<file path="config.mk">
export PLATFORM = sky130hd
export DESIGN_NAME = pwm_aux_gate
export DESIGN_NICKNAME = d
export VERILOG_FILES = /design/src/inc/pwm_aux_pkg.sv /design/src/hw/pwm_aux_gate.sv
export SDC_FILE = /design/constraint.sdc
export NUM_CORES = 1
export LEC_CHECK = 0
export BUFFER_PORTS_ARGS = -buffer_cell sky130_fd_sc_hd__buf_2
export CORE_MARGIN = 2
export CORE_UTILIZATION = 25
export CTS_CLUSTER_DIAMETER = 40
export CTS_CLUSTER_SIZE = 28
export DETAILED_ROUTE_END_ITERATION = 8
export SYNTH_ARGS = -nofsm -noshare
export SYNTH_HDL_FRONTEND = slang
export SYNTH_SLANG_ARGS = --single-unit
</file>
<file path="constraint.sdc">
create_clock -name core_clk -period 2.1 [get_ports core_clk]
set_clock_uncertainty 0.1 [all_clocks]
set_input_delay 0.21 -clock core_clk [delete_from_list [all_inputs] [get_ports core_clk]]
set_output_delay 0.21 -clock core_clk [all_outputs]
set_load 0.03 [all_outputs]
</file>
<file path="src/inc/pwm_aux_pkg.sv">
// package: register map, field layout and carriers of the modulator auxiliary block
package pwm_aux_pkg;

  // register indices; byte address is four times the index
  localparam logic [11:0] IDX_PIN_LEVEL_SAMPLE  = 12'hF26;
  localparam logic [11:0] IDX_OUTPUT_OFF_OVR    = 12'hF27;
  localparam logic [11:0] IDX_MAIN_CONTROL      = 12'hF30;
  localparam logic [11:0] IDX_CONV_TRIGGER      = 12'hF29;
  localparam int          ADDR_W                = 14;
  localparam logic [13:0] ADDR_PIN_LEVEL_SAMPLE = {IDX_PIN_LEVEL_SAMPLE, 2'b00};
  localparam logic [13:0] ADDR_OUTPUT_OFF_OVR   = {IDX_OUTPUT_OFF_OVR, 2'b00};
  localparam logic [13:0] ADDR_MAIN_CONTROL     = {IDX_MAIN_CONTROL, 2'b00};
  localparam logic [13:0] ADDR_CONV_TRIGGER     = {IDX_CONV_TRIGGER, 2'b00};

  // reset values
  localparam logic [7:0] RST_OUTPUT_OFF_OVR = 8'h00;
  localparam logic [7:0] RST_CONV_TRIGGER   = 8'h00;
  localparam logic [7:0] RST_MAIN_CONTROL   = 8'h00;

  // field positions
  localparam int SAMPLE_FAULT_BIT   = 6;
  localparam int OVR_WRITE_MASK_W   = 6;
  localparam int MAIN_GATE_EN_BIT   = 0;
  localparam int TRIG_POLARITY_BIT  = 7;
  localparam int TRIG_HIGH_ACT_BIT  = 6;
  localparam int TRIG_HIGH_INACT_BIT = 5;
  localparam int TRIG_LOW_ACT_BIT   = 4;
  localparam int TRIG_LOW_INACT_BIT = 3;
  localparam int TRIG_CH_USE_W      = 3;

  // one three-phase set of modulator levels
  typedef struct packed {
    logic [2:0] high;
    logic [2:0] low;
  } phase_set_t;

  // per-pin off-state levels chosen elsewhere
  typedef struct packed {
    logic [2:0] high;
    logic [2:0] low;
  } off_level_t;

endpackage

</file>
<file path="src/hw/pwm_aux_gate.sv">
// module: pin sampling, output override gate and conversion trigger match
//
// Design decision made here: register access over Wishbone.
`timescale 1ns/1ps
// Overview of operation
// - sample register bits 5:0 read six pins
// - sample bit 6 reads fault pin level
// - odd override bits force low side off
// - even override bits force high side off
// - overrides act only with gate enable set
// - modulator keeps running while pins overridden
// - fault forces all six outputs off
// - trigger is polarity XOR OR of terms
// - bit 6 adds all-high-active term
// - bit 5 adds all-high-inactive term
// - bit 4 adds all-low-active term
// - bit 3 adds all-low-inactive term
// - unused channel counts true in terms
// - trigger settings never change output pins
// - conversion starts on trigger rising edge
module pwm_aux_gate
(
  input  wire logic                            core_clk,
  input  wire logic                            resetn,
  input  wire logic                            wb_cyc_i,
  input  wire logic                            wb_stb_i,
  input  wire logic                            wb_we_i,
  input  wire logic [pwm_aux_pkg::ADDR_W-1:0]  wb_adr_i,
  input  wire logic [31:0]                     wb_dat_i,
  input  wire logic [3:0]                      wb_sel_i,
  output logic      [31:0]                     wb_dat_o,
  output logic                                 wb_ack_o,
  output logic                                 wb_err_o,
  input  wire pwm_aux_pkg::phase_set_t         mod_wave,
  input  wire pwm_aux_pkg::off_level_t         off_level,
  input  wire logic                            fault_pin,
  input  wire logic                            fault_active,
  output pwm_aux_pkg::phase_set_t              pwm_out,
  output logic                                 conversion_start
);

  // ****************************************
  // registers and synchronisers
  // ****************************************
  logic [5:0] output_off_override_reg;
  logic [5:0] output_off_override_next;
  logic [7:0] conversion_trigger_match_reg;
  logic [7:0] conversion_trigger_match_next;
  logic       override_gate_enable_reg;
  logic       override_gate_enable_next;
  logic [6:0] pin_meta_reg;
  logic [6:0] pin_sync_reg;
  logic       match_meta_reg;
  logic       match_sync_reg;
  logic       match_prev_reg;

  // ****************************************
  // bus decode
  // ****************************************
  wire        req        = wb_cyc_i & wb_stb_i & ~wb_ack_o & ~wb_err_o;
  wire        hit_sample = (wb_adr_i == pwm_aux_pkg::ADDR_PIN_LEVEL_SAMPLE);
  wire        hit_ovr    = (wb_adr_i == pwm_aux_pkg::ADDR_OUTPUT_OFF_OVR);
  wire        hit_main   = (wb_adr_i == pwm_aux_pkg::ADDR_MAIN_CONTROL);
  wire        hit_trig   = (wb_adr_i == pwm_aux_pkg::ADDR_CONV_TRIGGER);
  wire        hit_any    = hit_sample | hit_ovr | hit_main | hit_trig;
  wire        wr_lane0   = req & wb_we_i & wb_sel_i[0];

  // pin and fault levels for read
  wire [7:0]  sample_view = {1'b0, pin_sync_reg};

  wire [7:0]  read_mux =
    hit_sample ? sample_view :
    hit_ovr    ? {2'b00, output_off_override_reg} :
    hit_main   ? {7'h00, override_gate_enable_reg} :
    hit_trig   ? conversion_trigger_match_reg : 8'h00;

  // reserved override bits stay zero
  assign output_off_override_next = (wr_lane0 & hit_ovr) ?
    wb_dat_i[pwm_aux_pkg::OVR_WRITE_MASK_W-1:0] : output_off_override_reg;
  assign conversion_trigger_match_next = (wr_lane0 & hit_trig) ?
    wb_dat_i[7:0] : conversion_trigger_match_reg;
  assign override_gate_enable_next = (wr_lane0 & hit_main) ?
    wb_dat_i[pwm_aux_pkg::MAIN_GATE_EN_BIT] : override_gate_enable_reg;

  // ****************************************
  // output gate
  // ****************************************
  // per-pin force off
  wire [2:0] force_low  = override_gate_enable_reg ?
    {output_off_override_reg[5], output_off_override_reg[3], output_off_override_reg[1]} : 3'h0;
  wire [2:0] force_high = override_gate_enable_reg ?
    {output_off_override_reg[4], output_off_override_reg[2], output_off_override_reg[0]} : 3'h0;

  // fault overrides, per-pin forces apply otherwise; waveform passes where not forced
  wire [2:0] gate_high = (fault_active ? 3'h7 : force_high);
  wire [2:0] gate_low  = (fault_active ? 3'h7 : force_low);
  wire [2:0] next_high = (gate_high & off_level.high) | (~gate_high & mod_wave.high);
  wire [2:0] next_low  = (gate_low & off_level.low) | (~gate_low & mod_wave.low);

  // ****************************************
  // trigger match
  // ****************************************
  // unused channel counts true
  function automatic logic all_true(input logic [2:0] lv, input logic [2:0] use_ch);
    all_true = &(lv | ~use_ch);
  endfunction

  wire [2:0] ch_use = conversion_trigger_match_reg[pwm_aux_pkg::TRIG_CH_USE_W-1:0];
  wire [2:0] hi_lv  = pwm_out.high;
  wire [2:0] lo_lv  = pwm_out.low;

  wire t_ha = conversion_trigger_match_reg[pwm_aux_pkg::TRIG_HIGH_ACT_BIT]
            & all_true(hi_lv, ch_use);
  wire t_hi = conversion_trigger_match_reg[pwm_aux_pkg::TRIG_HIGH_INACT_BIT]
            & all_true(~hi_lv, ch_use);
  wire t_la = conversion_trigger_match_reg[pwm_aux_pkg::TRIG_LOW_ACT_BIT]
            & all_true(lo_lv, ch_use);
  wire t_li = conversion_trigger_match_reg[pwm_aux_pkg::TRIG_LOW_INACT_BIT]
            & all_true(~lo_lv, ch_use);
  wire conversion_start_match = conversion_trigger_match_reg[pwm_aux_pkg::TRIG_POLARITY_BIT]
                              ^ (t_ha | t_hi | t_la | t_li);

  // ****************************************
  // clocked state
  // ****************************************
  always_ff @(posedge core_clk or negedge resetn)
  begin
    if (!resetn)
    begin
      output_off_override_reg      <= pwm_aux_pkg::RST_OUTPUT_OFF_OVR[5:0];
      conversion_trigger_match_reg <= pwm_aux_pkg::RST_CONV_TRIGGER;
      override_gate_enable_reg     <= pwm_aux_pkg::RST_MAIN_CONTROL[0];
      wb_ack_o                     <= 1'b0;
      wb_err_o                     <= 1'b0;
      wb_dat_o                     <= 32'h0000_0000;
    end
    else
    begin
      output_off_override_reg      <= output_off_override_next;
      conversion_trigger_match_reg <= conversion_trigger_match_next;
      override_gate_enable_reg     <= override_gate_enable_next;
      wb_ack_o                     <= req & hit_any;
      wb_err_o                     <= req & ~hit_any;
      wb_dat_o                     <= (req & ~wb_we_i) ? {24'h00_0000, read_mux} : 32'h0000_0000;
    end
  end

  always_ff @(posedge core_clk or negedge resetn)
  begin
    if (!resetn)
    begin
      pin_meta_reg   <= 7'h00;
      pin_sync_reg   <= 7'h00;
      match_meta_reg <= 1'b0;
      match_sync_reg <= 1'b0;
      match_prev_reg <= 1'b0;
    end
    else
    begin
      pin_meta_reg   <= {fault_pin, pwm_out.high[2], pwm_out.low[2], pwm_out.high[1],
                         pwm_out.low[1], pwm_out.high[0], pwm_out.low[0]};
      pin_sync_reg   <= pin_meta_reg;
      match_meta_reg <= conversion_start_match;
      match_sync_reg <= match_meta_reg;
      match_prev_reg <= match_sync_reg;
    end
  end

  always_ff @(posedge core_clk or negedge resetn)
  begin
    if (!resetn)
    begin
      conversion_start <= 1'b0;
      pwm_out          <= '0;
    end
    else
    begin
      conversion_start <= match_sync_reg & ~match_prev_reg;
      pwm_out          <= '{high: next_high, low: next_low};
    end
  end

endmodule

</file>
==> impl_metrics.toml, run 1 <==
[status]
status = "completed"

[power_and_ir_drop]
power.density_nw_per_um2 = 694
p_int_uw = 1420
total_power_uw = 1870
power_frac_comb_pct = 10.2
power.switching_uw = 456
p_clk_share_pct = 37.1
p_seq_share_pct = 52.7
ir_worst_vdd_v = 0.000259
p_leak_uw = 0.00130
netSwitchingFraction_pct = 24.3

[floorplanning]
die_h_microns = 98.0
core_sq_um = 8640
initial_core_util_pct = 25.6
rows = 34
design.die.area_sq_um = 9610
boundaryPins = 110
die_w_microns = 98.0

[final_layout]
multiInputGateArea_sq_um = 856
syn2layout_area_growth_pct = 22.1
final_util_pct = 31.2
insertedDiodeCount = 0
fin_nets = 318
fill_cells = 890
final_cell_mix = "buf_2 (58), dfrtp_1 (49), conb_1 (24)"
regArea_sq_um = 1230
drive_above_1_share_pct = 40.0
mostFrequentLayoutCell = "buf_2"
design_area_sq_um = 2700

[global_route]
grt_pass1_vias = 1611
grt_max_degree = 50
grt_overflow = 0
antenna_found_initial = 0
track_usage_pct = 10.3
grt_pass1_wl_mm = 7.95

[logic_synthesis]
ys.warnings.count = 0
synth-seq-cells = 49
ys_seq_area_share_pct = 55.5
synth_area_leaders = "dfrtp_1 (55%), mux2_2 (8.7%), buf_4 (8.2%)"
synth_cells = 182
synth.cell_area_sq_um = 2210
synth_cell_types = 35
yosys.area.top_type = "dfrtp_1"
synth_top_area_share_pct = 55.5
postSynthAreaPerCell_sq_um = 12.1

[setup_path]
cp-end-kind = "flip-flop"
critPathArrivalTime_ps = 1960
cp.required_ps = 2190
path_max_fanout = 8
cp-start-kind = "flip-flop"
path_class = "flip-flop to flip-flop"

[clocking]
cts-root-buf = "clkbuf_8"
max-clock-path-buffers = 2
cts_tree = "done"
path_clk_slew_ps = 90
cts_sinks = 49
ctsHtreeMaxLevel = 2
cts_resized = 0
clock_latency_ps = 300
cts_buffers = 5

[route]
first_iter_violations = 71
drc = 0
vias_per_cell = 4.22
drt-total-wl_mm = 4.71
via_count = 1512
post_drt_wl_per_cell_microns = 13.2
first_pass_iters = 5
ant_nets = 0

[sta]
setup_viol_count_final = 0
period_share_pct = 89.0
relSlewSlack_pct = 60.4
clock.fmax_mhz = 535
hold_ws_ps = 33.2
fin_crit_ps = 1870
final.setup.tns_ps = 0
tightest_slew_ps = 594
grt_setup_unrepaired = "no"
final_hold_viol_count = 0
drv_slew = 0

[job]
drv_cap = 0

[min_path]
min_path_type = "input pin to flip-flop"

[place]
place_congestion = 0.839
place_area_sq_um = 2560
dpl.hpwl_mm = 3.67
port_buffers = 58
power by group through the flow:
stage	clock, uW	combinational [uW]	sequential, uW
6_report	694	191	987
2_1_floorplan	0	122	1020
4_1_cts	716	194	987
3_5_place_dp	0	191	1010
3_3_place_gp	0	188	1010
5_1_grt	759	209	992
cell usage after synthesis:
master / count
nand4_1: 3
or2_2: 1
o21ai_1: 4
a31oi_1: 1
clkbuf_1: 1
nor3b_1: 1
a32oi_1: 3
nand3_1: 2
a211oi_1: 2
nand2b_1: 5
and4_1: 1
nor2b_1: 1
nor4b_4: 1
inv_1: 2
and3_1: 3
nand2_1: 8
xnor2_1: 1
a21boi_0: 2
conb_1: 1
nor2_1: 11
nor3_4: 1
or4_4: 1
dfrtp_1: 49
a22oi_1: 2
mux2_4: 6
o21ai_0: 4
buf_6: 2
nand4b_2: 1
nand3_2: 1
mux2_2: 17
a21oi_1: 13
nor3_1: 5
buf_4: 24
or3_1: 1
nor2_2: 1
per-stage QoR:
step / worst slack [ps] / instances
2_1_floorplan: 332 / 205
6_report: 230 / 358
3_3_place_gp: 145 / 348
3_5_place_dp: 87.6 / 348
5_1_grt: 52.3 / 358
4_1_cts: 163 / 358
metal layers:
| layer | vias up | global-route usage (%) | wire length (microns) |
|---|---|---|---|
| met3 | 6 | 2.51 | 314 |
| met4 | 0 | 2.99 | 57 |
| met5 | - | 0 | 0 |
| li1 | 729 | - | - |
| met1 | 718 | 14.1 | 2180 |
| met2 | 59 | 16.5 | 2160 |
cell families (layout without fill, tap and decap cells):
| logic type | count (synthesis) | count (layout) | share of synthesized area (%) |
|---|---|---|---|
| muxes | 23 | 23 | 12.7 |
| buffers and inverters | 29 | 74 | 9.68 |
| other | 1 | 24 | 0.170 |
| and+or+nand+nor | 48 | 48 | 13.3 |
| AOI/OAI and AO/OA | 31 | 31 | 8.27 |
| DFF | 49 | 49 | 55.5 |
| xor gates and xnor gates | 1 | 1 | 0.396 |
worst max-delay path, cell delays in order, from the launching register on:
cell and delay [ps]:
dfrtp_1 380, nor2_1 100, nand3_1 160, nor2_1 280, nand4b_2 350, mux2_2 380
path summary, 6_finish.rpt:
kind	endpoint	slack, ps	start	cells past startpoint
setup / recovery	conversion_trigger_match_reg[4]$_DFFE_PN0P_	230	wb_ack_o$_DFF_PN0_	5
hold / removal	hi_lv[2]$_DFF_PN0_	30	off_level[5]	2
setup reg to reg	conversion_trigger_match_reg[4]$_DFFE_PN0P_	230	wb_ack_o$_DFF_PN0_	5
hold reg to reg	match_sync_reg$_DFF_PN0_	250	match_meta_reg$_DFF_PN0_	0
max in group asynchronous	pin_sync_reg[2]$_DFF_PN0_	1080	resetn	3
min in group asynchronous	hi_lv[2]$_DFF_PN0_	420	resetn	3
timing repair:
action / CTS / global route
hold endpoints to repair: 50 / 0
buffers inserted: 0 / 0
hold buffers: 2 / 0
cell type report:
cell class | instances | share of cell area (%)
clock inverters | 2 | 1.39
repair buffers | 64 | 13.1
clock buffers | 6 | 3.06
inverters | 2 | 0.278
flip-flops and latches | 49 | 45.5
multi-input cells | 127 | 31.7
well taps | 108 | 5.01
No activity file was read; power rests on OpenSTA's default activity.
==> inputs of run 2 (changes only) <==
CORE_ASPECT_RATIO = 0.8   (was unset)
==> run 2 against run 1 <==
Clock power fell by 26%. Total power down 9.4%. Flip-flop and latch count stayed put. Critical endpoint is now conversion_trigger_match_reg[7]$_DFFE_PN0P_. Largest power group unchanged.
==> impl_metrics.toml, run 2 (same netlist as run 1, synthesis figures left out) <==
[sta]
drv_slew = 0
tightest_slew_ps = 598
clock.fmax_mhz = 518
grt_setup_unrepaired = "no"
setup_viol_count_final = 0
hold_ws_ps = 32.0
relSlewSlack_pct = 60.1
final_hold_viol_count = 0
fin_crit_ps = 1930
layout_setup_ws_ps = 168
final.setup.tns_ps = 0
period_share_pct = 92.0

[setup_path]
path_class = "flip-flop to flip-flop"
reg2reg_slack_ps = 170
crit_path_top_delay_cell = "mux2_2"
cp.required_ps = 2190
path_max_fanout = 8
cp_num_buf_inv = 0
path_common_cell = "nor2_1"
cp-end-kind = "flip-flop"
critPathLaunch = "wb_ack_o$_DFF_PN0_"
worstReg2RegEnd = "conversion_trigger_match_reg[7]$_DFFE_PN0P_"
path_cells = "nor2_1, nand3_1, nor2_1, nand4b_2, mux2_2"
path_delay_family = "simple AND/OR/NAND/NOR gates"
critical_path.endpoint = "conversion_trigger_match_reg[7]$_DFFE_PN0P_"
cp-start-kind = "flip-flop"
critPathArrivalTime_ps = 2020
ff2ff_path_depth = 5
max_stage_delay_ps = 390
crit_cells = 5
r2r-start = "wb_ack_o$_DFF_PN0_"

[route]
ant_nets = 0
drc = 0
first_pass_iters = 4
first_iter_violations = 57
vias_per_cell = 4.19
post_drt_wl_per_cell_microns = 13.5
drt-total-wl_mm = 4.87
via_count = 1509

[place]
dpl.hpwl_mm = 3.80
pre_cts_ws_ps = 103
port_buffers = 58
place_congestion = 0.838

[power_and_ir_drop]
p_leak_uw = 0.00129
p_seq_share_pct = 58.2
netSwitchingFraction_pct = 26.3
ir_worst_vdd_v = 0.000243
power.density_nw_per_um2 = 639
power_frac_comb_pct = 11.4
p_int_uw = 1250
power.switching_uw = 447
p_clk_share_pct = 30.4

[final_layout]
insertedDiodeCount = 0
final_cell_mix = "buf_2 (58), dfrtp_1 (49), conb_1 (24)"
fin_nets = 318
drive_above_1_share_pct = 39.5
mostFrequentLayoutCell = "buf_2"
final_util_pct = 31.2
syn2layout_area_growth_pct = 20.2

[min_path]
holdCritStartpoint = "off_level[4]"
min_path_type = "input pin to flip-flop"

[job]
drv_cap = 0

[floorplanning]
design.die.area_sq_um = 9610
die_h_microns = 88.1
boundaryPins = 110
core_sq_um = 8520
rows = 30
die_w_microns = 109
initial_core_util_pct = 25.9

[clocking]
ctsHtreeMaxLevel = 2
postCtsHoldBufs = 2
cts-root-buf = "clkbuf_8"
path_clk_slew_ps = 90
max-clock-path-buffers = 2
clock_latency_ps = 300
cts_tree = "done"
cts_resized = 0
cts_sinks = 49
cts_buffers = 5
post_cts_buffers = 0

[global_route]
grt_max_degree = 50
antenna_found_initial = 0
track_usage_pct = 11.0
grt_pass1_vias = 1482
grt_pass1_wl_mm = 7.76
grt_overflow = 0

[status]
status = "completed"
-- run 2: cell types whose count changed in the layout (fill, tap and decap cells not counted), sizes merged --
cell	change
bufinv	-1
clkbuf	-1
clkinvlp	-1
clkinv	+1
-- run 2: final cells by class --
cell class                      count  area [sq um]
Clock inverter                      1          5.00
Clock buffer                        5          68.8
Inverter                            2          7.51
Timing Repair Buffer               64           353
Sequential cell                    49          1230
Fill cell                         888          5860
Tap cell                          112           140
Multi-Input combinational cell    127           856
-- run 2: stage by stage --
stage / std cells / total power [uW] / instance area (sq um)
floorplan: 205 / 1140 / 2300
global placement: 352 / 1200 / 2560
detailed placement: 352 / 1200 / 2560
CTS: 360 / 1720 / 2660
global route: 360 / 1770 / 2660
finish: 360 / 1700 / 2660
-- run 2: power groups by stage --
| stage | clock, uW | sequential (uW) | combinational [uW] |
|---|---|---|---|
| after floorplan | 0 | 1020 | 122 |
| after global placement | 0 | 1010 | 191 |
| after detailed placement | 0 | 1010 | 193 |
| after CTS | 534 | 988 | 197 |
| after global routing | 568 | 991 | 212 |
| final | 516 | 988 | 193 |
-- run 2: how the worst min path moves through the flow --
| stage | endpoint | slack (ps) | cells past startpoint |
|---|---|---|---|
| final | hi_lv[1]$_DFF_PN0_ | 30 | 2 |
| after global routing | lo_lv[1]$_DFF_PN0_ | 30 | 2 |
| after CTS | hi_lv[1]$_DFF_PN0_ | 20 | 2 |
| after detailed placement | pin_meta_reg[6]$_DFF_PN0_ | 220 | 1 |
| after global placement | pin_meta_reg[6]$_DFF_PN0_ | 220 | 1 |
| after floorplan | conversion_start$_DFF_PN0_ | -190 | 0 |
-- run 2: per-layer routing --
metal	GRT usage, %	vias up	part of all wire (%)
met5	0	-	0
met4	4.20	0	1.1
met3	2.98	5	8.8
met2	16.2	63	44
met1	15.3	720	46
li1	-	721	-
